[config.mk]
export PLATFORM = sky130hd
export DESIGN_NAME = lps_top
export DESIGN_NICKNAME = d
export VERILOG_FILES = /design/src/shared/lps_pkg.sv /design/src/shared/lps_route_if.sv /design/src/design/lps_sync.sv /design/src/design/lps_line_mux.sv /design/src/design/lps_top.sv
export SDC_FILE = /design/constraint.sdc
export NUM_CORES = 1
export LEC_CHECK = 0
export CORE_ASPECT_RATIO = 1.5
export CORE_UTILIZATION = 56
export CTS_CLUSTER_SIZE = 12
export DETAILED_ROUTE_END_ITERATION = 8
export DONT_BUFFER_PORTS = 1
export PLACE_DENSITY = 0.84
export SYNTH_ARGS = -nofsm -noshare
export SYNTH_HDL_FRONTEND = slang
export SYNTH_HIERARCHICAL = 1
export SYNTH_SLANG_ARGS = --single-unit
[constraint.sdc]
create_clock -name aclk -period 1.8 [get_ports aclk]
set_input_delay 0 -clock aclk [delete_from_list [all_inputs] [get_ports aclk]]
set_output_delay 0 -clock aclk [all_outputs]
set_load 0.03 [all_outputs]
[src/shared/lps_pkg.sv]
// constants and the state type of the transceiver status and routing block
// assumes a 32-bit AXI4-Lite slave with register index = byte address / 4
package lps_pkg;

	localparam int ADDR_W = 12;

	// register indices; the byte address is four times the index
	localparam logic [7:0] IDX_CONTROL = 8'h50;
	localparam logic [7:0] IDX_FAULT = 8'h52;
	localparam logic [7:0] IDX_LIVE = 8'h53;
	localparam logic [7:0] IDX_TX_ROUTE = 8'h54;
	localparam logic [7:0] IDX_RX_ROUTE = 8'h55;
	localparam logic [7:0] IDX_IRQ_STATUS = 8'h58;
	localparam logic [7:0] IDX_IRQ_MASK = 8'h59;

	// fault_flag_status bits
	localparam int BIT_OVERTEMP = 7;
	localparam int BIT_HF = 5;
	localparam int BIT_UV = 3;
	// line_live_status bits
	localparam int BIT_READY = 7;
	localparam int BIT_RX = 1;
	localparam int BIT_TX = 0;
	// route bits
	localparam int BIT_PORT_B = 1;
	localparam int BIT_UART = 0;
	// control bits
	localparam int BIT_OVERTEMP_IRQ_ENABLE = 7;
	localparam int BIT_FORCE = 4;
	localparam int BIT_LOW_VOLTAGE_SHUTDOWN_DISABLE = 3;
	// interrupt status / mask bits
	localparam int IRQ_OT = 2;
	localparam int IRQ_HF = 1;
	localparam int IRQ_UV = 0;

	// reset values and the control write mask
	localparam logic [7:0] RST_FAULT = 8'h00;
	localparam logic [1:0] RST_ROUTE = 2'h0;
	localparam logic [7:0] RST_CONTROL = 8'h00;
	localparam logic [2:0] RST_IRQ = 3'h0;
	localparam logic [7:0] CONTROL_WMASK = 8'h98;

	// line level on the uart and port b sides: low is dominant
	localparam logic LEVEL_RECESSIVE = 1'b1;

	localparam logic [1:0] RESP_OKAY = 2'h0;
	localparam logic [1:0] RESP_SLVERR = 2'h2;

	typedef enum logic [7:0] {
		SEL_NONE = 8'h01,
		SEL_CONTROL = 8'h02,
		SEL_FAULT = 8'h04,
		SEL_LIVE = 8'h08,
		SEL_TX_ROUTE = 8'h10,
		SEL_RX_ROUTE = 8'h20,
		SEL_IRQ_STATUS = 8'h40,
		SEL_IRQ_MASK = 8'h80
	} lps_sel_t;

	typedef struct packed {
		logic [7:0] fault;
		logic [1:0] tx_route;
		logic [1:0] rx_route;
		logic [7:0] control;
		logic [2:0] irq_status;
		logic [2:0] irq_mask;
		logic aw_held;
		logic [ADDR_W-1:0] aw_addr;
		logic w_held;
		logic [31:0] w_data;
		logic [3:0] w_strb;
		logic bvalid;
		logic [1:0] bresp;
		logic rvalid;
		logic [31:0] rdata;
		logic [1:0] rresp;
		logic lin_txd;
		logic uart_rxd;
		logic port_b_rxd;
		logic irq;
	} lps_state_t;

endpackage

[src/shared/lps_route_if.sv]
// routing signals between the register core and the line multiplexer
// assumes both ends sit in the aclk domain
interface lps_route_if;
	logic tx_from_uart;
	logic tx_from_port_b;
	logic rx_to_uart;
	logic rx_to_port_b;
	logic force_dominant;
	logic shutdown;
	logic uart_txd;
	logic port_b_txd;
	logic rx_level;
	logic lin_txd_next;
	logic uart_rxd_next;
	logic port_b_rxd_next;

	modport core (
		output tx_from_uart, tx_from_port_b, rx_to_uart, rx_to_port_b,
		output force_dominant, shutdown, uart_txd, port_b_txd, rx_level,
		input lin_txd_next, uart_rxd_next, port_b_rxd_next
	);
	modport mux (
		input tx_from_uart, tx_from_port_b, rx_to_uart, rx_to_port_b,
		input force_dominant, shutdown, uart_txd, port_b_txd, rx_level,
		output lin_txd_next, uart_rxd_next, port_b_rxd_next
	);
endinterface

[src/design/lps_sync.sv]
// two flip-flop synchroniser for asynchronous transceiver levels
// assumes aclk and a synchronous active-low reset; stages reset to the idle level given
module lps_sync #(
	parameter int WIDTH = 1,
	parameter logic [WIDTH-1:0] RST_VAL = '0
) (
	// clock and reset
	input wire logic aclk,
	input wire logic aresetn,
	// levels
	input wire logic [WIDTH-1:0] async_in,
	output logic [WIDTH-1:0] sync_out
);
	typedef struct packed {
		logic [WIDTH-1:0] first;
		logic [WIDTH-1:0] second;
	} lps_sync_state_t;

	lps_sync_state_t s_reg;
	lps_sync_state_t s_next;

	always_comb begin
		s_next.first = async_in;
		s_next.second = s_reg.first;
	end

	always_ff @(posedge aclk) begin
		if (!aresetn) begin
			// idle level, so no false edge is seen after reset
			s_reg.first <= RST_VAL;
			s_reg.second <= RST_VAL;
		end else begin
			s_reg <= s_next;
		end
	end

	assign sync_out = s_reg.second;
endmodule

[src/design/lps_line_mux.sv]
// transmit source selection and receive fan-out for the transceiver
// assumes line levels are low-dominant; outputs are registered by the core
module lps_line_mux (
	// routing bundle
	lps_route_if.mux rt
);
	logic selected;
	logic tx_dominant;

	always_comb begin
		if (rt.tx_from_uart) begin
			selected = rt.uart_txd;
		end else if (rt.tx_from_port_b) begin
			selected = rt.port_b_txd;
		end else begin
			selected = lps_pkg::LEVEL_RECESSIVE;
		end
		tx_dominant = (selected != lps_pkg::LEVEL_RECESSIVE) || rt.force_dominant;
		if (rt.shutdown) begin
			tx_dominant = 1'b0;
		end
		rt.lin_txd_next = tx_dominant ? ~lps_pkg::LEVEL_RECESSIVE : lps_pkg::LEVEL_RECESSIVE;
		rt.uart_rxd_next = rt.rx_to_uart ? rt.rx_level : lps_pkg::LEVEL_RECESSIVE;
		rt.port_b_rxd_next = rt.rx_to_port_b ? rt.rx_level : lps_pkg::LEVEL_RECESSIVE;
	end
endmodule

[src/design/lps_top.sv]
// status flags, routing registers and AXI4-Lite slave of the on-chip LIN transceiver
// assumes transceiver detector levels are asynchronous; uart and port b are on aclk
//
// The AXI4-Lite interface to the registers was decided locally.
module lps_top (
	// clock and reset
	input wire logic aclk,
	input wire logic aresetn,
	// axi4-lite write address
	input wire logic [lps_pkg::ADDR_W-1:0] s_axi_awaddr,
	input wire logic [2:0] s_axi_awprot,
	input wire logic s_axi_awvalid,
	output logic s_axi_awready,
	// axi4-lite write data
	input wire logic [31:0] s_axi_wdata,
	input wire logic [3:0] s_axi_wstrb,
	input wire logic s_axi_wvalid,
	output logic s_axi_wready,
	// axi4-lite write response
	output logic [1:0] s_axi_bresp,
	output logic s_axi_bvalid,
	input wire logic s_axi_bready,
	// axi4-lite read address
	input wire logic [lps_pkg::ADDR_W-1:0] s_axi_araddr,
	input wire logic [2:0] s_axi_arprot,
	input wire logic s_axi_arvalid,
	output logic s_axi_arready,
	// axi4-lite read data
	output logic [31:0] s_axi_rdata,
	output logic [1:0] s_axi_rresp,
	output logic s_axi_rvalid,
	input wire logic s_axi_rready,
	// transceiver detectors, asynchronous
	input wire logic overtemp_detect,
	input wire logic hf_disturb_detect,
	input wire logic undervoltage_detect,
	input wire logic tx_ready,
	input wire logic lin_rxd,
	// transceiver transmit input, low is dominant
	output logic lin_txd,
	// uart module side, low is dominant
	input wire logic uart_txd,
	output logic uart_rxd,
	// port b gpio side, low is dominant
	input wire logic port_b_txd,
	output logic port_b_rxd,
	// interrupt
	output logic irq
);
	lps_pkg::lps_state_t s_reg;
	lps_pkg::lps_state_t s_next;

	logic [3:0] det_sync;
	logic rx_sync;
	logic ot_level;
	logic hf_level;
	logic uv_level;
	logic ready_level;
	logic rx_dominant;
	logic [7:0] fault_set;
	logic [7:0] fault_clr;
	logic [2:0] irq_set;
	logic [2:0] irq_rd_clr;
	logic wr_commit;
	logic [7:0] wbyte;
	logic [7:0] live_status;
	lps_pkg::lps_sel_t wr_sel;
	lps_pkg::lps_sel_t rd_sel;

	// detector order inside the flag loop: undervoltage, disturbance, overtemperature
	localparam int FLAG_N = 3;
	localparam int FLAG_POS [FLAG_N] = '{lps_pkg::BIT_UV, lps_pkg::BIT_HF, lps_pkg::BIT_OVERTEMP};
	localparam int FLAG_IRQ [FLAG_N] = '{lps_pkg::IRQ_UV, lps_pkg::IRQ_HF, lps_pkg::IRQ_OT};
	logic [FLAG_N-1:0] flag_level;
	logic [FLAG_N-1:0] flag_enable;
	logic [FLAG_N-1:0] flag_rise;

	lps_route_if rt ();

	// decode a byte address into a register select; nonzero upper bits miss
	function automatic lps_pkg::lps_sel_t decode(input logic [lps_pkg::ADDR_W-1:0] addr);
		logic [7:0] idx;
		idx = addr[9:2];
		if (addr[lps_pkg::ADDR_W-1:10] != '0) begin
			decode = lps_pkg::SEL_NONE;
		end else if (idx == lps_pkg::IDX_CONTROL) begin
			decode = lps_pkg::SEL_CONTROL;
		end else if (idx == lps_pkg::IDX_FAULT) begin
			decode = lps_pkg::SEL_FAULT;
		end else if (idx == lps_pkg::IDX_LIVE) begin
			decode = lps_pkg::SEL_LIVE;
		end else if (idx == lps_pkg::IDX_TX_ROUTE) begin
			decode = lps_pkg::SEL_TX_ROUTE;
		end else if (idx == lps_pkg::IDX_RX_ROUTE) begin
			decode = lps_pkg::SEL_RX_ROUTE;
		end else if (idx == lps_pkg::IDX_IRQ_STATUS) begin
			decode = lps_pkg::SEL_IRQ_STATUS;
		end else if (idx == lps_pkg::IDX_IRQ_MASK) begin
			decode = lps_pkg::SEL_IRQ_MASK;
		end else begin
			decode = lps_pkg::SEL_NONE;
		end
	endfunction

	lps_sync #(
		.WIDTH(4),
		.RST_VAL(4'h0)
	) u_sync (
		.aclk(aclk),
		.aresetn(aresetn),
		.async_in({overtemp_detect, hf_disturb_detect, undervoltage_detect, tx_ready}),
		.sync_out(det_sync)
	);

	// the bus level resets recessive: a zero would read as a dominant bus after reset
	lps_sync #(
		.WIDTH(1),
		.RST_VAL(lps_pkg::LEVEL_RECESSIVE)
	) u_rx_sync (
		.aclk(aclk),
		.aresetn(aresetn),
		.async_in(lin_rxd),
		.sync_out(rx_sync)
	);

	assign ot_level = det_sync[3];
	assign hf_level = det_sync[2];
	assign uv_level = det_sync[1];
	assign ready_level = det_sync[0];
	assign rx_dominant = (rx_sync != lps_pkg::LEVEL_RECESSIVE);

	// route bundle to the multiplexer
	assign rt.tx_from_uart = s_reg.tx_route[lps_pkg::BIT_UART];
	assign rt.tx_from_port_b = s_reg.tx_route[lps_pkg::BIT_PORT_B];
	assign rt.rx_to_uart = s_reg.rx_route[lps_pkg::BIT_UART];
	assign rt.rx_to_port_b = s_reg.rx_route[lps_pkg::BIT_PORT_B];
	assign rt.force_dominant = s_reg.control[lps_pkg::BIT_FORCE];
	// same threshold gates shutdown unless disabled
	assign rt.shutdown = uv_level && !s_reg.control[lps_pkg::BIT_LOW_VOLTAGE_SHUTDOWN_DISABLE];
	assign rt.uart_txd = uart_txd;
	assign rt.port_b_txd = port_b_txd;
	assign rt.rx_level = rx_sync;

	lps_line_mux u_mux (
		.rt(rt)
	);

	assign flag_level = {ot_level, hf_level, uv_level};
	assign flag_enable = {s_reg.control[lps_pkg::BIT_OVERTEMP_IRQ_ENABLE], 2'h3};

	// an interrupt event is the cycle in which a flag first goes up
	for (genvar g = 0; g < FLAG_N; g++) begin : g_flag
		assign flag_rise[g] = flag_level[g] && flag_enable[g] && !s_reg.fault[FLAG_POS[g]];
	end

	assign wr_sel = decode(s_reg.aw_addr);
	assign rd_sel = decode(s_axi_araddr);
	assign wr_commit = s_reg.aw_held && s_reg.w_held && !s_reg.bvalid;
	// only byte lane 0 carries register data; other lanes are dropped
	assign wbyte = s_reg.w_strb[0] ? s_reg.w_data[7:0] : 8'h00;

	always_comb begin
		live_status = 8'h00;
		live_status[lps_pkg::BIT_READY] = ready_level;
		live_status[lps_pkg::BIT_RX] = rx_dominant;
		live_status[lps_pkg::BIT_TX] = (s_reg.lin_txd != lps_pkg::LEVEL_RECESSIVE);
	end

	always_comb begin
		fault_set = 8'h00;
		// a flag keeps being set while its detector stays high
		for (int k = 0; k < FLAG_N; k++) begin
			fault_set[FLAG_POS[k]] = flag_level[k];
		end
		fault_clr = 8'h00;
		if (wr_commit && wr_sel == lps_pkg::SEL_FAULT) begin
			fault_clr = wbyte;
		end
		irq_set = 3'h0;
		// enable is sampled at event time; enabling later raises nothing
		for (int k = 0; k < FLAG_N; k++) begin
			irq_set[FLAG_IRQ[k]] = flag_rise[k];
		end
		irq_rd_clr = 3'h0;
		if (s_axi_arvalid && !s_reg.rvalid && rd_sel == lps_pkg::SEL_IRQ_STATUS) begin
			irq_rd_clr = 3'h7;
		end
	end

	always_comb begin
		s_next = s_reg;

		// flags: a new event wins over a clear in the same cycle
		s_next.fault = ((s_reg.fault & ~fault_clr) | fault_set) &
			((8'h01 << lps_pkg::BIT_OVERTEMP) | (8'h01 << lps_pkg::BIT_HF) |
			(8'h01 << lps_pkg::BIT_UV));
		s_next.irq_status = (s_reg.irq_status & ~irq_rd_clr) | irq_set;

		// write address and data are taken independently
		if (s_axi_awvalid && !s_reg.aw_held && !s_reg.bvalid) begin
			s_next.aw_held = 1'b1;
			s_next.aw_addr = s_axi_awaddr;
		end
		if (s_axi_wvalid && !s_reg.w_held && !s_reg.bvalid) begin
			s_next.w_held = 1'b1;
			s_next.w_data = s_axi_wdata;
			s_next.w_strb = s_axi_wstrb;
		end
		if (wr_commit) begin
			s_next.aw_held = 1'b0;
			s_next.w_held = 1'b0;
			s_next.bvalid = 1'b1;
			s_next.bresp = lps_pkg::RESP_OKAY;
			if (wr_sel == lps_pkg::SEL_CONTROL) begin
				s_next.control = wbyte & lps_pkg::CONTROL_WMASK;
			end else if (wr_sel == lps_pkg::SEL_TX_ROUTE) begin
				s_next.tx_route = wbyte[1:0];
			end else if (wr_sel == lps_pkg::SEL_RX_ROUTE) begin
				s_next.rx_route = wbyte[1:0];
			end else if (wr_sel == lps_pkg::SEL_IRQ_MASK) begin
				s_next.irq_mask = wbyte[2:0];
			end else if (wr_sel == lps_pkg::SEL_NONE) begin
				s_next.bresp = lps_pkg::RESP_SLVERR;
			end
		end
		if (s_reg.bvalid && s_axi_bready) begin
			s_next.bvalid = 1'b0;
		end

		// read: data registered one cycle after the address is taken
		if (s_reg.rvalid && s_axi_rready) begin
			s_next.rvalid = 1'b0;
		end
		if (s_axi_arvalid && !s_reg.rvalid) begin
			s_next.rvalid = 1'b1;
			s_next.rresp = lps_pkg::RESP_OKAY;
			s_next.rdata = 32'h0000_0000;
			case (rd_sel)
				lps_pkg::SEL_CONTROL: begin
					s_next.rdata[7:0] = s_reg.control;
				end
				lps_pkg::SEL_FAULT: begin
					s_next.rdata[7:0] = s_reg.fault;
				end
				lps_pkg::SEL_LIVE: begin
					s_next.rdata[7:0] = live_status;
				end
				lps_pkg::SEL_TX_ROUTE: begin
					s_next.rdata[1:0] = s_reg.tx_route;
				end
				lps_pkg::SEL_RX_ROUTE: begin
					s_next.rdata[1:0] = s_reg.rx_route;
				end
				lps_pkg::SEL_IRQ_STATUS: begin
					// events in the read cycle stay pending for the next read
					s_next.rdata[2:0] = s_reg.irq_status;
				end
				lps_pkg::SEL_IRQ_MASK: begin
					s_next.rdata[2:0] = s_reg.irq_mask;
				end
				default: begin
					s_next.rresp = lps_pkg::RESP_SLVERR;
				end
			endcase
		end

		// registered line outputs from the multiplexer
		s_next.lin_txd = rt.lin_txd_next;
		s_next.uart_rxd = rt.uart_rxd_next;
		s_next.port_b_rxd = rt.port_b_rxd_next;
		s_next.irq = |(s_next.irq_status & s_next.irq_mask);
	end

	always_ff @(posedge aclk) begin
		if (!aresetn) begin
			s_reg <= '0;
			s_reg.fault <= lps_pkg::RST_FAULT;
			s_reg.tx_route <= lps_pkg::RST_ROUTE;
			s_reg.rx_route <= lps_pkg::RST_ROUTE;
			s_reg.control <= lps_pkg::RST_CONTROL;
			s_reg.irq_status <= lps_pkg::RST_IRQ;
			s_reg.irq_mask <= lps_pkg::RST_IRQ;
			s_reg.lin_txd <= lps_pkg::LEVEL_RECESSIVE;
			s_reg.uart_rxd <= lps_pkg::LEVEL_RECESSIVE;
			s_reg.port_b_rxd <= lps_pkg::LEVEL_RECESSIVE;
		end else begin
			s_reg <= s_next;
		end
	end

	assign s_axi_awready = !s_reg.aw_held && !s_reg.bvalid;
	assign s_axi_wready = !s_reg.w_held && !s_reg.bvalid;
	assign s_axi_bvalid = s_reg.bvalid;
	assign s_axi_bresp = s_reg.bresp;
	assign s_axi_arready = !s_reg.rvalid;
	assign s_axi_rvalid = s_reg.rvalid;
	assign s_axi_rdata = s_reg.rdata;
	assign s_axi_rresp = s_reg.rresp;
	assign lin_txd = s_reg.lin_txd;
	assign uart_rxd = s_reg.uart_rxd;
	assign port_b_rxd = s_reg.port_b_rxd;
	assign irq = s_reg.irq;
endmodule

Yosys cells after proc, flatten, opt, wreduce, memory -nomap -nowiden
Index checks and enable logic that the tools add are counted.
Widths: inputs -> output; s select.

storage, ports and cells
  output and inout port bits = 45
  bits of input ports = 80
  bits in registers = 99

cells by class
  muxes and demuxes = 40
  bitwise gates (word level) = 13
  reductions and logical operators = 39
  equal/unequal tests = 27

operators with widths
  cell                number
  $mux 8              18
  $eq 8x7->1 const B  15
  $mux 35             1
  $logic_and 1x1->1   18
  $eq 8x2->1 const B  2
  $eq 8x3->1 const B  2
  $eq 8x5->1 const B  2
  $eq 8x6->1 const B  2
  $eq 8x8->1 const B  2
  $mux 3              5
  $pmux 5 s3          1
  $mux 13             1
  $mux 2              6
  $pmux 2 s6          1
  $and 8x8->8         1
  $eq 8x1->1 const B  1
  $eq 8x4->1 const B  1
  $logic_not 1->1     8
  $not 8->8           1
  $or 8x8->8          1
  $reduce_or 7->1     1
  $and 3x3->3         2
  $not 1->1           6
  $reduce_and 2->1    3
  other kinds (11)    18

Logic depth before layout (Yosys ltp)
Gate-level depths: netlist of the first run.

  depth in word-level cells = 17
  depth in mapped cells = 6

Hierarchy
Netlist of the first run, hierarchy kept.

by module, submodules not included
  module                cells each  times used  area an instance (µm²)  seq. area each (µm²)
  lps_top               296         1           2448.6                  1021.0
  lps_sync (u_sync)     16          1           210.2                   160.2
  lps_sync (u_rx_sync)  4           1           52.6                    40.0
  lps_line_mux          6           1           47.5                    0.0

Worst setup path after synthesis of the first run
OpenSTA, ideal clock, no wires.

  kind = register -> register
  start = reg s_reg (netlist bit s_axi_rvalid)
  end = reg s_reg (netlist bit s_axi_rdata[4])
  clock period less this slack = 2.033 ns
  slack = -0.233 ns
  arrival time = 1.965 ns
  path buffers = 0
  cell stages (with the launch flop) = 6
  library setup time = 0.067 ns
  cell sequence = dfxtp_1 -> inv_1 -> nand2_1 -> or4b_4 -> or3b_1 -> a21oi_2

on the way
  longest elaborated chain between the ends = 2

RTL lines
  item                    line            RTL
  start, declared         lps_top.sv:50   lps_pkg::lps_state_t s_reg;
  start signal, assigned  lps_top.sv:287  s_reg <= s_next;
  $logic_not 1->1         -
  via s_axi_arready       lps_top.sv:27   output logic s_axi_arready,
  $logic_and 1x1->1       lps_top.sv:234  if (s_axi_arvalid && !s_reg.rvalid) begin

The timed path passes the listed nets, and every way through them passes these cells.
A chain may end at the register's enable or synchronous reset.

Worst setup path in the final report of the first run
  start = reg s_reg[90] (netlist name)
  end = reg s_reg (netlist bit rt.tx_from_uart)

on the way
  longest elaborated chain between the ends = 5

RTL lines
  item                            line            RTL
  $reduce_bool 2->1 (*)           lps_top.sv:84   if (addr[lps_pkg::ADDR_W-1:10] != '0) begin
  $mux 8 (*)                      lps_top.sv:84
  $eq 8x2->1                      lps_top.sv:214  if (wr_sel == lps_pkg::SEL_CONTROL) begin
  $not 1->1 (no line)             -
  $reduce_and 3->1 (no line) (*)  -

Every way passes the cells marked *; elsewhere a longest branch is shown, timed or not.

==> flow_summary_export.csv, run 1 <==
group,metric,value,unit
status,status,"complete, but fails checks",
status,violations,"setup timing",
setup_path,crit_chain,"or3_4 -> or4_4 -> nor3b_4 -> mux2i_1 -> nor2_1",
final_layout,final_cell_area,3350,um2
power_and_ir_drop,p_int,2.31,mW
synth,yosysWarnings,6,
sta,hold_violations,0,
floorplan,die_w,59.3,um
route,viasPerCell,5.35,
power_and_ir_drop,comb_power_share,12.4,%
final_layout,final_cell_mix,"59 x dfxtp_1, 50 x nand2_1, 33 x a21oi_1",
power_and_ir_drop,ir_drop,0.000858,V
clocking,cts.clk_slew.worst_paths,0.07,ns
setup_path,crit_path_max_incr_delay,0.46,ns
power_and_ir_drop,swShare,25.7,%
route,drt_iter0_drc,143,
floorplan,start_util,59.8,%
route,wl_per_cell,14.4,um
place,place_area,2760,um2
synth,ys_ff_latch,61,
synth,ys_seq_area_share,44.3,%
clocking,htreeDepth,3,
sta,rsz0062_at_grt,"true",
global_route,grt_max_degree,36,
power_and_ir_drop,pwr-share-clk,40.3,%
power_and_ir_drop,p_leak,1.31,nW
route,num_vias,2305,
floorplan,coreArea,4620,um2
clocking,clkSinkCount,61,
sta,min_period_over_period,102,%
clocking,clock-root-buffer,"clkbuf_8",
final_layout,layout-drive-gt1-share,14.7,%
floorplan,chipHeight,88.0,um
sta,tns,-0.0505,ns
route,remaining_drc_errors,0,
setup_path,required,2.01,ns
route,drt_wl_total,6190,um
final_layout,fin_nets,442,
global_route,grtUsageTotal,26.0,%
synth,avgSynthCellArea,8.57,um2
final_layout,layout_commonest_cell,"dfxtp_1",
synth,synthTopCellsByArea,"dfxtp_1 44%, buf_4 10%, nand2_1 7.2%",
min_path,hold_class,"in2reg",
global_route,gr-total-overflow,0,
final_layout,largest_register_ffs,30,
setup_path,crit_slowest_cell,"or4_4",
sta,worst_pin_slew,0.832,ns
flow_run,drv_cap,0,
route,drtPass1Iterations,4,
synth,synthCells,322,
synth,ys_types,46,
final_layout,diodes,0,
place,globalplace.congestion,0.823,
final_layout,final_core_util,72.5,%
clocking,cts_tree,"yes",
setup_path,crit_buf_inv,0,
setup_path,crit_family,"simple AND/OR/NAND/NOR gates",
setup_path,end_kind,"register",
setup_path,worstPathMaxFanout,3,
power_and_ir_drop,power.density,928,nW/um2
global_route,grt_pass1_wl,9970,um
setup_path,cp.arrival,2.04,ns
route,final_antenna_net_count,0,
sta,clock_skew,0.00925,ns
synth,synth_top_area_cell,"dfxtp_1",
sta,period_needed,1.84,ns
setup_path,crit_type,"reg2reg",
clocking,cts_made_buffers,9,
power_and_ir_drop,seq_power_share,47.4,%
sta,max_freq,544,MHz
global_route,grt_pass1_vias,2264,
sta,setup_ws,-0.0368,ns
place,hpwlAfterDp,3860,um
place,port_buffers,0,
setup_path,cp-start-kind,"register",
synth,ys.flop_type,"dfxtp_1",
clocking,clockBufferDepth,2,
clocking,worstSkewPairLatency,0.34,ns
sta,slew-limit-headroom,44.3,%
final_layout,area_growth,21.3,%
synth,synth_area,2760,um2
sta,setup_viol,2,
synth,synth-async-reset-ratio,0,%
synth,synth_edf_count,0,
sta,slew_violations,0,
floorplan,num_rows,30,
floorplan,die-area,5220,um2
global_route,antenna_found_initial,0,
synth,synth_top_area_share,44.3,%
floorplan,ios,125,
power_and_ir_drop,switchingPower,797,uW
## power groups by stage
stage	logic, mW	registers [mW]	clock network [mW]
6_report	0.383	1.47	1.25
5_1_grt	0.415	1.48	1.34
4_1_cts	0.370	1.47	1.28
3_5_place_dp	0.293	1.50	0
3_3_place_gp	0.288	1.49	0
2_1_floorplan	0.316	1.47	0
## stage by stage
| step | worst slack (ns) | hold slack (ns) | instances | power [mW] |
|---|---|---|---|---|
| after floorplan | -0.0294 | 0.0730 | 348 | 1.79 |
| after global placement | -0.0387 | 0.0769 | 382 | 1.78 |
| after detailed placement | -0.0705 | 0.0823 | 382 | 1.79 |
| after CTS | -0.0351 | 0.00400 | 431 | 3.11 |
| after global routing | -0.0976 | 0.0202 | 431 | 3.23 |
| final | -0.0368 | 0.0125 | 431 | 3.10 |
## cell usage after synthesis (all sizes together), types with 2 or more instances
cell,n
o21ai,7
buf,39
nor4,4
nand2b,10
nor2b,3
nor4b,3
inv,6
nor3,4
nor3b,4
mux2i,12
nand2,53
nand3,6
o21a,3
dfxtp,61
nor2,23
a31oi,2
or3,2
and2,15
clkbuf,7
o22ai,2
nand3b,3
a21oi,34
a21boi,2
## worst register-to-register path, cell delays in order, from the launching register on
cell	delay, ns
dfxtp_1	0.31
or3_4	0.40
or4_4	0.46
nor3b_4	0.23
mux2i_1	0.23
nor2_1	0.07
## cells by family (layout without fill, tap and decap cells)
| logic type | Yosys count | count (layout) | share of synthesized area [%] |
|---|---|---|---|
| buffers and inverters | 53 | 72 | 12.2 |
| AND/OR/NAND/NOR | 136 | 136 | 26.2 |
| flip-flops | 61 | 61 | 44.3 |
| AO/OA/AOI/OAI | 58 | 58 | 12.4 |
| other | 1 | 27 | 0.136 |
| multiplexers | 13 | 13 | 4.76 |
## worst paths after layout
kind / start / endpoint / slack [ns] / depth (start not counted)
max: s_reg[90] / rt.tx_from_uart / -0.04 / 5
min: s_axi_araddr[2] / s_axi_rdata[5] / 0.01 / 3
max reg2reg: s_reg[90] / rt.tx_from_uart / -0.04 / 5
min reg2reg: u_rx_sync/s_next[0] / u_rx_sync/sync_out / 0.42 / 1
## routing by layer
metal | vias to the layer above | part of all wire [%] | track usage, % | wire length, um
met3 | 24 | 6.2 | 8.27 | 383
met5 | - | 0 | 0 | 0
met1 | 1074 | 38 | 24.5 | 2330
met2 | 101 | 52 | 46.9 | 3240
li1 | 1106 | - | - | -
met4 | 0 | 3.8 | 16.7 | 235
## repair_timing
item	CTS	global route
endpoints found under the setup margin	6	6
endpoints found under the hold margin	48	0
setup buffers	1	0
hold buffers	32	0
gates resized for setup	4	4
## area by class of cell
cell class,instances,area (um2)
multi-input cells,234,1350
fillers,337,1270
flip-flops and latches,61,1230
repair buffers,49,448
clock buffers,13,169
well taps,64,80.1
clock inverters,3,42.5
inverters,7,26.3
Note: power is estimated with default switching activity, not from simulation.
==> inputs of run 2 (changes only) <==
--- a/config.mk
+++ b/config.mk
@@ -11,6 +11,7 @@
 export DETAILED_ROUTE_END_ITERATION = 8
 export DONT_BUFFER_PORTS = 1
 export PLACE_DENSITY = 0.84
+export SKIP_LAST_GASP = 1
 export SYNTH_ARGS = -nofsm -noshare
 export SYNTH_HDL_FRONTEND = slang
 export SYNTH_HIERARCHICAL = 1
==> run 2 against run 1 <==
The run still ends with setup timing left. Power rose by 0.50%. Largest cell class unchanged. Non-clock buffer count is the same. Register-to-register slack hardly changed.
==> flow_summary_export.csv, run 2 (synthesis gave the netlist of run 1 again) <==
group,metric,value,unit
status,status,"complete, but fails checks",
status,violations,"setup timing",
sta,setup_ws,-0.0484,ns
setup_path,cp-start-kind,"register",
setup_path,cp.arrival,2.06,ns
sta,slew_violations,0,
setup_path,crit_slowest_cell,"or4_4",
clocking,clockBufferDepth,2,
route,num_vias,2319,
final_layout,stdcell_count,431,
setup_path,end_kind,"register",
route,remaining_drc_errors,0,
flow_run,drv_cap,0,
global_route,antenna_found_initial,0,
final_layout,final_cell_mix,"58 x dfxtp_1, 50 x nand2_1, 33 x a21oi_1",
sta,min_period_over_period,103,%
power_and_ir_drop,power.density,935,nW/um2
route,wl_per_cell,15.0,um
floorplan,die-area,5220,um2
setup_path,required,2.01,ns
sta,period_needed,1.85,ns
clocking,clock-root-buffer,"clkbuf_8",
power_and_ir_drop,seq_power_share,47.1,%
place,pre_cts_ws,-0.0705,ns
place,dp.cells,382,
route,viasPerCell,5.38,
power_and_ir_drop,power.total,3.12,mW
clocking,cts_tree,"yes",
sta,holdWs,0.00712,ns
power_and_ir_drop,p_int,2.31,mW
final_layout,layout_commonest_cell,"dfxtp_1",
final_layout,largest_register_ffs,30,
setup_path,r2r-start,"s_reg[90]",
place,place_area,2760,um2
sta,rsz0062_at_grt,"true",
route,drtPass1Iterations,4,
clocking,cts.clk_slew.worst_paths,0.07,ns
final_layout,final_cell_area,3340,um2
global_route,grt_pass1_wl,10100,um
route,final_antenna_net_count,0,
sta,max_freq,541,MHz
sta,tns,-0.0935,ns
power_and_ir_drop,switchingPower,814,uW
min_path,whs_endpoint,"s_axi_rdata[5]",
route,drt_wl_total,6460,um
global_route,grtUsageTotal,26.6,%
floorplan,num_rows,30,
clocking,worstSkewPairLatency,0.34,ns
final_layout,area_growth,20.9,%
floorplan,ios,125,
clocking,clkSinkCount,61,
setup_path,crit_family,"simple AND/OR/NAND/NOR gates",
setup_path,crit_buf_inv,0,
sta,hold_violations,0,
clocking,htreeDepth,3,
setup_path,worstPathMaxFanout,3,
clocking,cts_made_buffers,9,
min_path,min-delay-start,"s_axi_araddr[2]",
min_path,hold_class,"in2reg",
sta,slew-limit-headroom,43.5,%
floorplan,coreArea,4620,um2
final_layout,fin_nets,442,
place,port_buffers,0,
setup_path,crit_chain,"or3_4 -> or4_4 -> nor3b_4 -> mux2i_1 -> nor2_1",
route,drt_iter0_drc,152,
setup_path,r2r_cells,5,
place,globalplace.congestion,0.823,
place,hpwlAfterDp,3860,um
sta,worst_pin_slew,0.845,ns
sta,setup_viol,5,
floorplan,chipHeight,88.0,um
global_route,gr-total-overflow,0,
final_layout,diodes,0,
min_path,holdPathStages,3,
setup_path,rrSetupSlack,-0.05,ns
power_and_ir_drop,ir_drop,0.000913,V
final_layout,final_core_util,72.2,%
final_layout,layout-drive-gt1-share,15.0,%
setup_path,cp_num_cells,5,
sta,clock_skew,0.0124,ns
power_and_ir_drop,p_leak,1.31,nW
setup_path,crit_path_max_incr_delay,0.46,ns
global_route,grt_pass1_vias,2273,
power_and_ir_drop,pwr-share-clk,40.5,%
setup_path,crit_type,"reg2reg",
floorplan,start_util,59.8,%
power_and_ir_drop,comb_power_share,12.3,%
floorplan,die_w,59.3,um
power_and_ir_drop,swShare,26.1,%
global_route,grt_max_degree,36,
setup_path,rr_endpoint,"rt.tx_from_uart",
-- run 2: timing repair --
item,in CTS,in global routing
setup endpoints to repair,6,6
hold endpoints to repair,48,0
hold buffers,32,0
gates resized for setup,3,6
buffers inserted,1,0
-- run 2: cell type report --
class                           instances  area [um2]
Inverter                                7        26.3
Tap cell                               64        80.1
Fill cell                             341        1280
Clock buffer                           13         169
Sequential cell                        61        1230
Multi-Input combinational cell        234        1340
Timing Repair Buffer                   49         448
Clock inverter                          3        42.5
-- run 2: power by group through the flow --
stage	Clock, mW	Combinational [mW]	Sequential, mW
2_1_floorplan	0	0.316	1.47
3_3_place_gp	0	0.288	1.49
3_5_place_dp	0	0.293	1.50
4_1_cts	1.28	0.367	1.47
6_report	1.26	0.385	1.47
5_1_grt	1.35	0.414	1.48
-- run 2: worst reg2reg max path, delay by kind of cell (launching register included) --
kind / cells / cell delay, ns
mux: 1 / 0.23
simple gates: 4 / 1.16
flops: 1 / 0.32
-- run 2: layer usage --
metal | global-route usage (%) | up-vias | part of all wire [%]
li1 | - | 1104 | -
met1 | 24.5 | 1084 | 36
met2 | 48.9 | 109 | 53
met3 | 8.27 | 22 | 7.1
met4 | 16.5 | 0 | 3.3
met5 | 0 | - | 0
-- run 2: worst max-delay path by stage --
| stage | start | end | slack, ns |
|---|---|---|---|
| CTS | s_reg[88] | rt.tx_from_uart | -0.04 |
| detailed placement | s_reg[90] | rt.tx_from_uart | -0.07 |
| floorplan | s_axi_bvalid | rt.tx_from_port_b | -0.03 |
| global route | s_reg[90] | rt.tx_from_uart | -0.11 |
| finish | s_reg[90] | rt.tx_from_uart | -0.05 |
| global placement | s_reg[90] | rt.tx_from_port_b | -0.04 |
==> inputs of run 3 (changes only) <==
--- a/config.mk
+++ b/config.mk
@@ -5,12 +5,13 @@
 export SDC_FILE = /design/constraint.sdc
 export NUM_CORES = 1
 export LEC_CHECK = 0
+export ABC_AREA = 1
 export CORE_ASPECT_RATIO = 1.5
-export CORE_UTILIZATION = 56
+export CORE_UTILIZATION = 57
 export CTS_CLUSTER_SIZE = 12
 export DETAILED_ROUTE_END_ITERATION = 8
 export DONT_BUFFER_PORTS = 1
-export PLACE_DENSITY = 0.84
+export PLACE_DENSITY = 0.85
 export SKIP_LAST_GASP = 1
 export SYNTH_ARGS = -nofsm -noshare
 export SYNTH_HDL_FRONTEND = slang
==> run 3 against run 2 <==
The flow now finishes without violations. Global-route usage down 2.0 points. Setup slack better by 0.22 ns. Sequential share of layout area down 1.6 points. Clock-buffer cell count down 1. First-iteration DRC count down 3.9%. Wire length down 3.0%. Critical path depth up 4. Critical endpoint is now s_axi_rdata[7]. Largest cell class unchanged.
==> flow_summary_export.csv, run 3 <==
group,metric,value,unit
setup_path,cp-start-kind,"primary input",
sta,slew-limit-headroom,57.0,%
setup_path,rrSetupSlack,0.30,ns
sta,hold_violations,0,
power_and_ir_drop,pwr-share-clk,41.5,%
global_route,grt_pass1_wl,10200,um
global_route,grt_max_degree,41,
final_layout,area_growth,15.1,%
route,num_vias,2650,
setup_path,crit_path_max_incr_delay,0.57,ns
setup_path,crit_buf_inv,2,
route,drt_iter0_drc,146,
clocking,htreeDepth,3,
global_route,grt_pass1_vias,2551,
route,wl_per_cell,11.9,um
synth,avgSynthCellArea,7.11,um2
place,port_buffers,0,
global_route,gr-total-overflow,0,
final_layout,diodes,0,
sta,rsz0062_at_grt,"false",
min_path,hold_class,"in2reg",
route,viasPerCell,5.05,
final_layout,final_cell_area,3470,um2
synth,ys_ff_latch,61,
power_and_ir_drop,power.total,3.29,mW
final_layout,largest_register_ffs,30,
setup_path,cpMostUsedCell,"nand2_1",
global_route,grtUsageTotal,24.5,%
place,place_area,2930,um2
power_and_ir_drop,seq_power_share,45.1,%
power_and_ir_drop,power.density,949,nW/um2
power_and_ir_drop,switchingPower,877,uW
synth,ys_types,33,
floorplan,ios,125,
power_and_ir_drop,p_leak,1.60,nW
final_layout,layout_commonest_cell,"nand2_1",
route,drtPass1Iterations,5,
clocking,clkSinkCount,61,
clocking,cts.clk_slew.worst_paths,0.06,ns
synth,synthTopCellsByArea,"dfxtp_1 40%, nand2_1 11%, buf_4 9.0%",
sta,tns,0,ns
clocking,clockBufferDepth,2,
global_route,antenna_found_initial,0,
setup_path,crit_chain,"dlygate4sd3_1 -> nor2_2 -> dlygate4sd3_1 -> nand2_1 -> nor3_2 -> nand2_1 -> nand3_1 -> nand2_1 -> a21oi_1",
clocking,worstSkewPairLatency,0.34,ns
synth,synth_top_area_share,40.5,%
synth,yosys-top-cells-count,"92 x nand2_1, 61 x dfxtp_1, 48 x nor2_1",
sta,setup_ws,0.172,ns
floorplan,die-area,5590,um2
setup_path,crit_family,"buffers and inverters",
power_and_ir_drop,comb_power_share,13.5,%
clocking,cts_resized,0,
final_layout,layout-drive-gt1-share,12.0,%
sta,period_needed,1.63,ns
route,final_antenna_net_count,0,
route,drt_wl_total,6270,um
place,pre_cts_ws,0.304,ns
setup_path,end_kind,"register",
sta,min_period_over_period,90.4,%
synth,ys_seq_area_share,40.5,%
sta,setup_viol,0,
status,status,"finished, final reports clean",
synth,synth_area,3020,um2
setup_path,crit_slowest_cell,"dlygate4sd3_1",
synth,synth_top_area_cell,"dfxtp_1",
floorplan,num_rows,32,
final_layout,fillCellCount,435,
floorplan,coreArea,5120,um2
setup_path,required,2.06,ns
power_and_ir_drop,swShare,26.6,%
place,hpwlAfterDp,4180,um
setup_path,worstPathMaxFanout,4,
clocking,cts_tree,"yes",
sta,clock_skew,0.00622,ns
floorplan,start_util,58.8,%
route,remaining_drc_errors,0,
synth,synthCells,424,
final_layout,final_cell_mix,"92 x nand2_1, 61 x dfxtp_1, 48 x nor2_1",
sta,max_freq,614,MHz
floorplan,die_w,61.4,um
synth,yosysWarnings,6,
clocking,cts_made_buffers,9,
clocking,clock-root-buffer,"clkbuf_8",
synth,synth_edf_count,0,
sta,worst_pin_slew,0.645,ns
floorplan,chipHeight,91.1,um
flow_run,drv_cap,0,
power_and_ir_drop,p_int,2.42,mW
synth,synth.most_common_cell,"nand2_1",
synth,ys.flop_type,"dfxtp_1",
place,globalplace.congestion,0.841,
setup_path,cp.arrival,1.89,ns
setup_path,crit_type,"in2reg",
sta,slew_violations,0,
final_layout,fin_nets,532,
power_and_ir_drop,ir_drop,0.000983,V
synth,synth-async-reset-ratio,0,%
==> run 3: cell types whose count changed after synthesis, sizes merged, moves of 10 or more <==
cell    delta
and2      -15
inv       +44
mux2i     -12
nand2     +42
nand2b    -10
nand3     +20
nand4     +11
nor2      +36
o21ai     +19
==> run 3: power by group through the flow <==
| stage | Combinational (mW) | Clock (mW) | Sequential (mW) |
|---|---|---|---|
| after floorplan | 0.383 | 0 | 1.49 |
| after global placement | 0.361 | 0 | 1.51 |
| after detailed placement | 0.370 | 0 | 1.51 |
| after CTS | 0.441 | 1.38 | 1.48 |
| after global routing | 0.494 | 1.45 | 1.50 |
| final | 0.443 | 1.36 | 1.48 |
==> run 3: metrics by stage <==
step                      hold WS, ns  instances  utilization [%]
after floorplan                0.0687        450                -
after global placement         0.0810        478             57.1
after detailed placement       0.0784        478             57.1
after CTS                      0.0200        525             67.7
after global routing           0.0428        525             67.7
final                          0.0293        525             67.7
==> run 3: final timing paths <==
| kind | start | end | cells past startpoint |
|---|---|---|---|
| hold / removal | s_axi_wvalid | s_reg[78] | 2 |
| hold reg to reg | u_rx_sync/s_next[0] | u_rx_sync/sync_out | 2 |
| setup / recovery | s_axi_araddr[2] | s_axi_rdata[7] | 9 |
| setup reg to reg | s_reg[86] | rt.force_dominant | 7 |
==> run 3: kinds of logic after synthesis <==
group           count (synthesis)  synth area share [%]
compound gates                 62                  10.7
buf+inv                        97                  17.0
flops                          61                  40.5
other cells                     1                 0.124
simple gates                  203                  31.7
==> run 3: layout make-up <==
cell class	count	area (um2)	share of cell area [%]
tap	68	85.1	2.45
clock inverter	4	70.1	2.02
clock buffer	12	155	4.47
sequential	61	1220	35.2
multi-input combinational	292	1380	39.7
timing repair buffer	38	373	10.7
inverter	50	188	5.41
==> run 3: routing by layer <==
layer	up-vias	global-route usage [%]	part of all wire [%]
li1	1336	-	-
met4	0	11.7	2.8
met5	-	0	0
met2	99	44.5	54
met3	18	7.12	5.0
met1	1197	24.0	38
==> run 3: repair_timing <==
item	in CTS	in global routing
buffers inserted	0	0
endpoints found under the setup margin	0	0
hold endpoints to repair	44	0
hold buffers	31	0
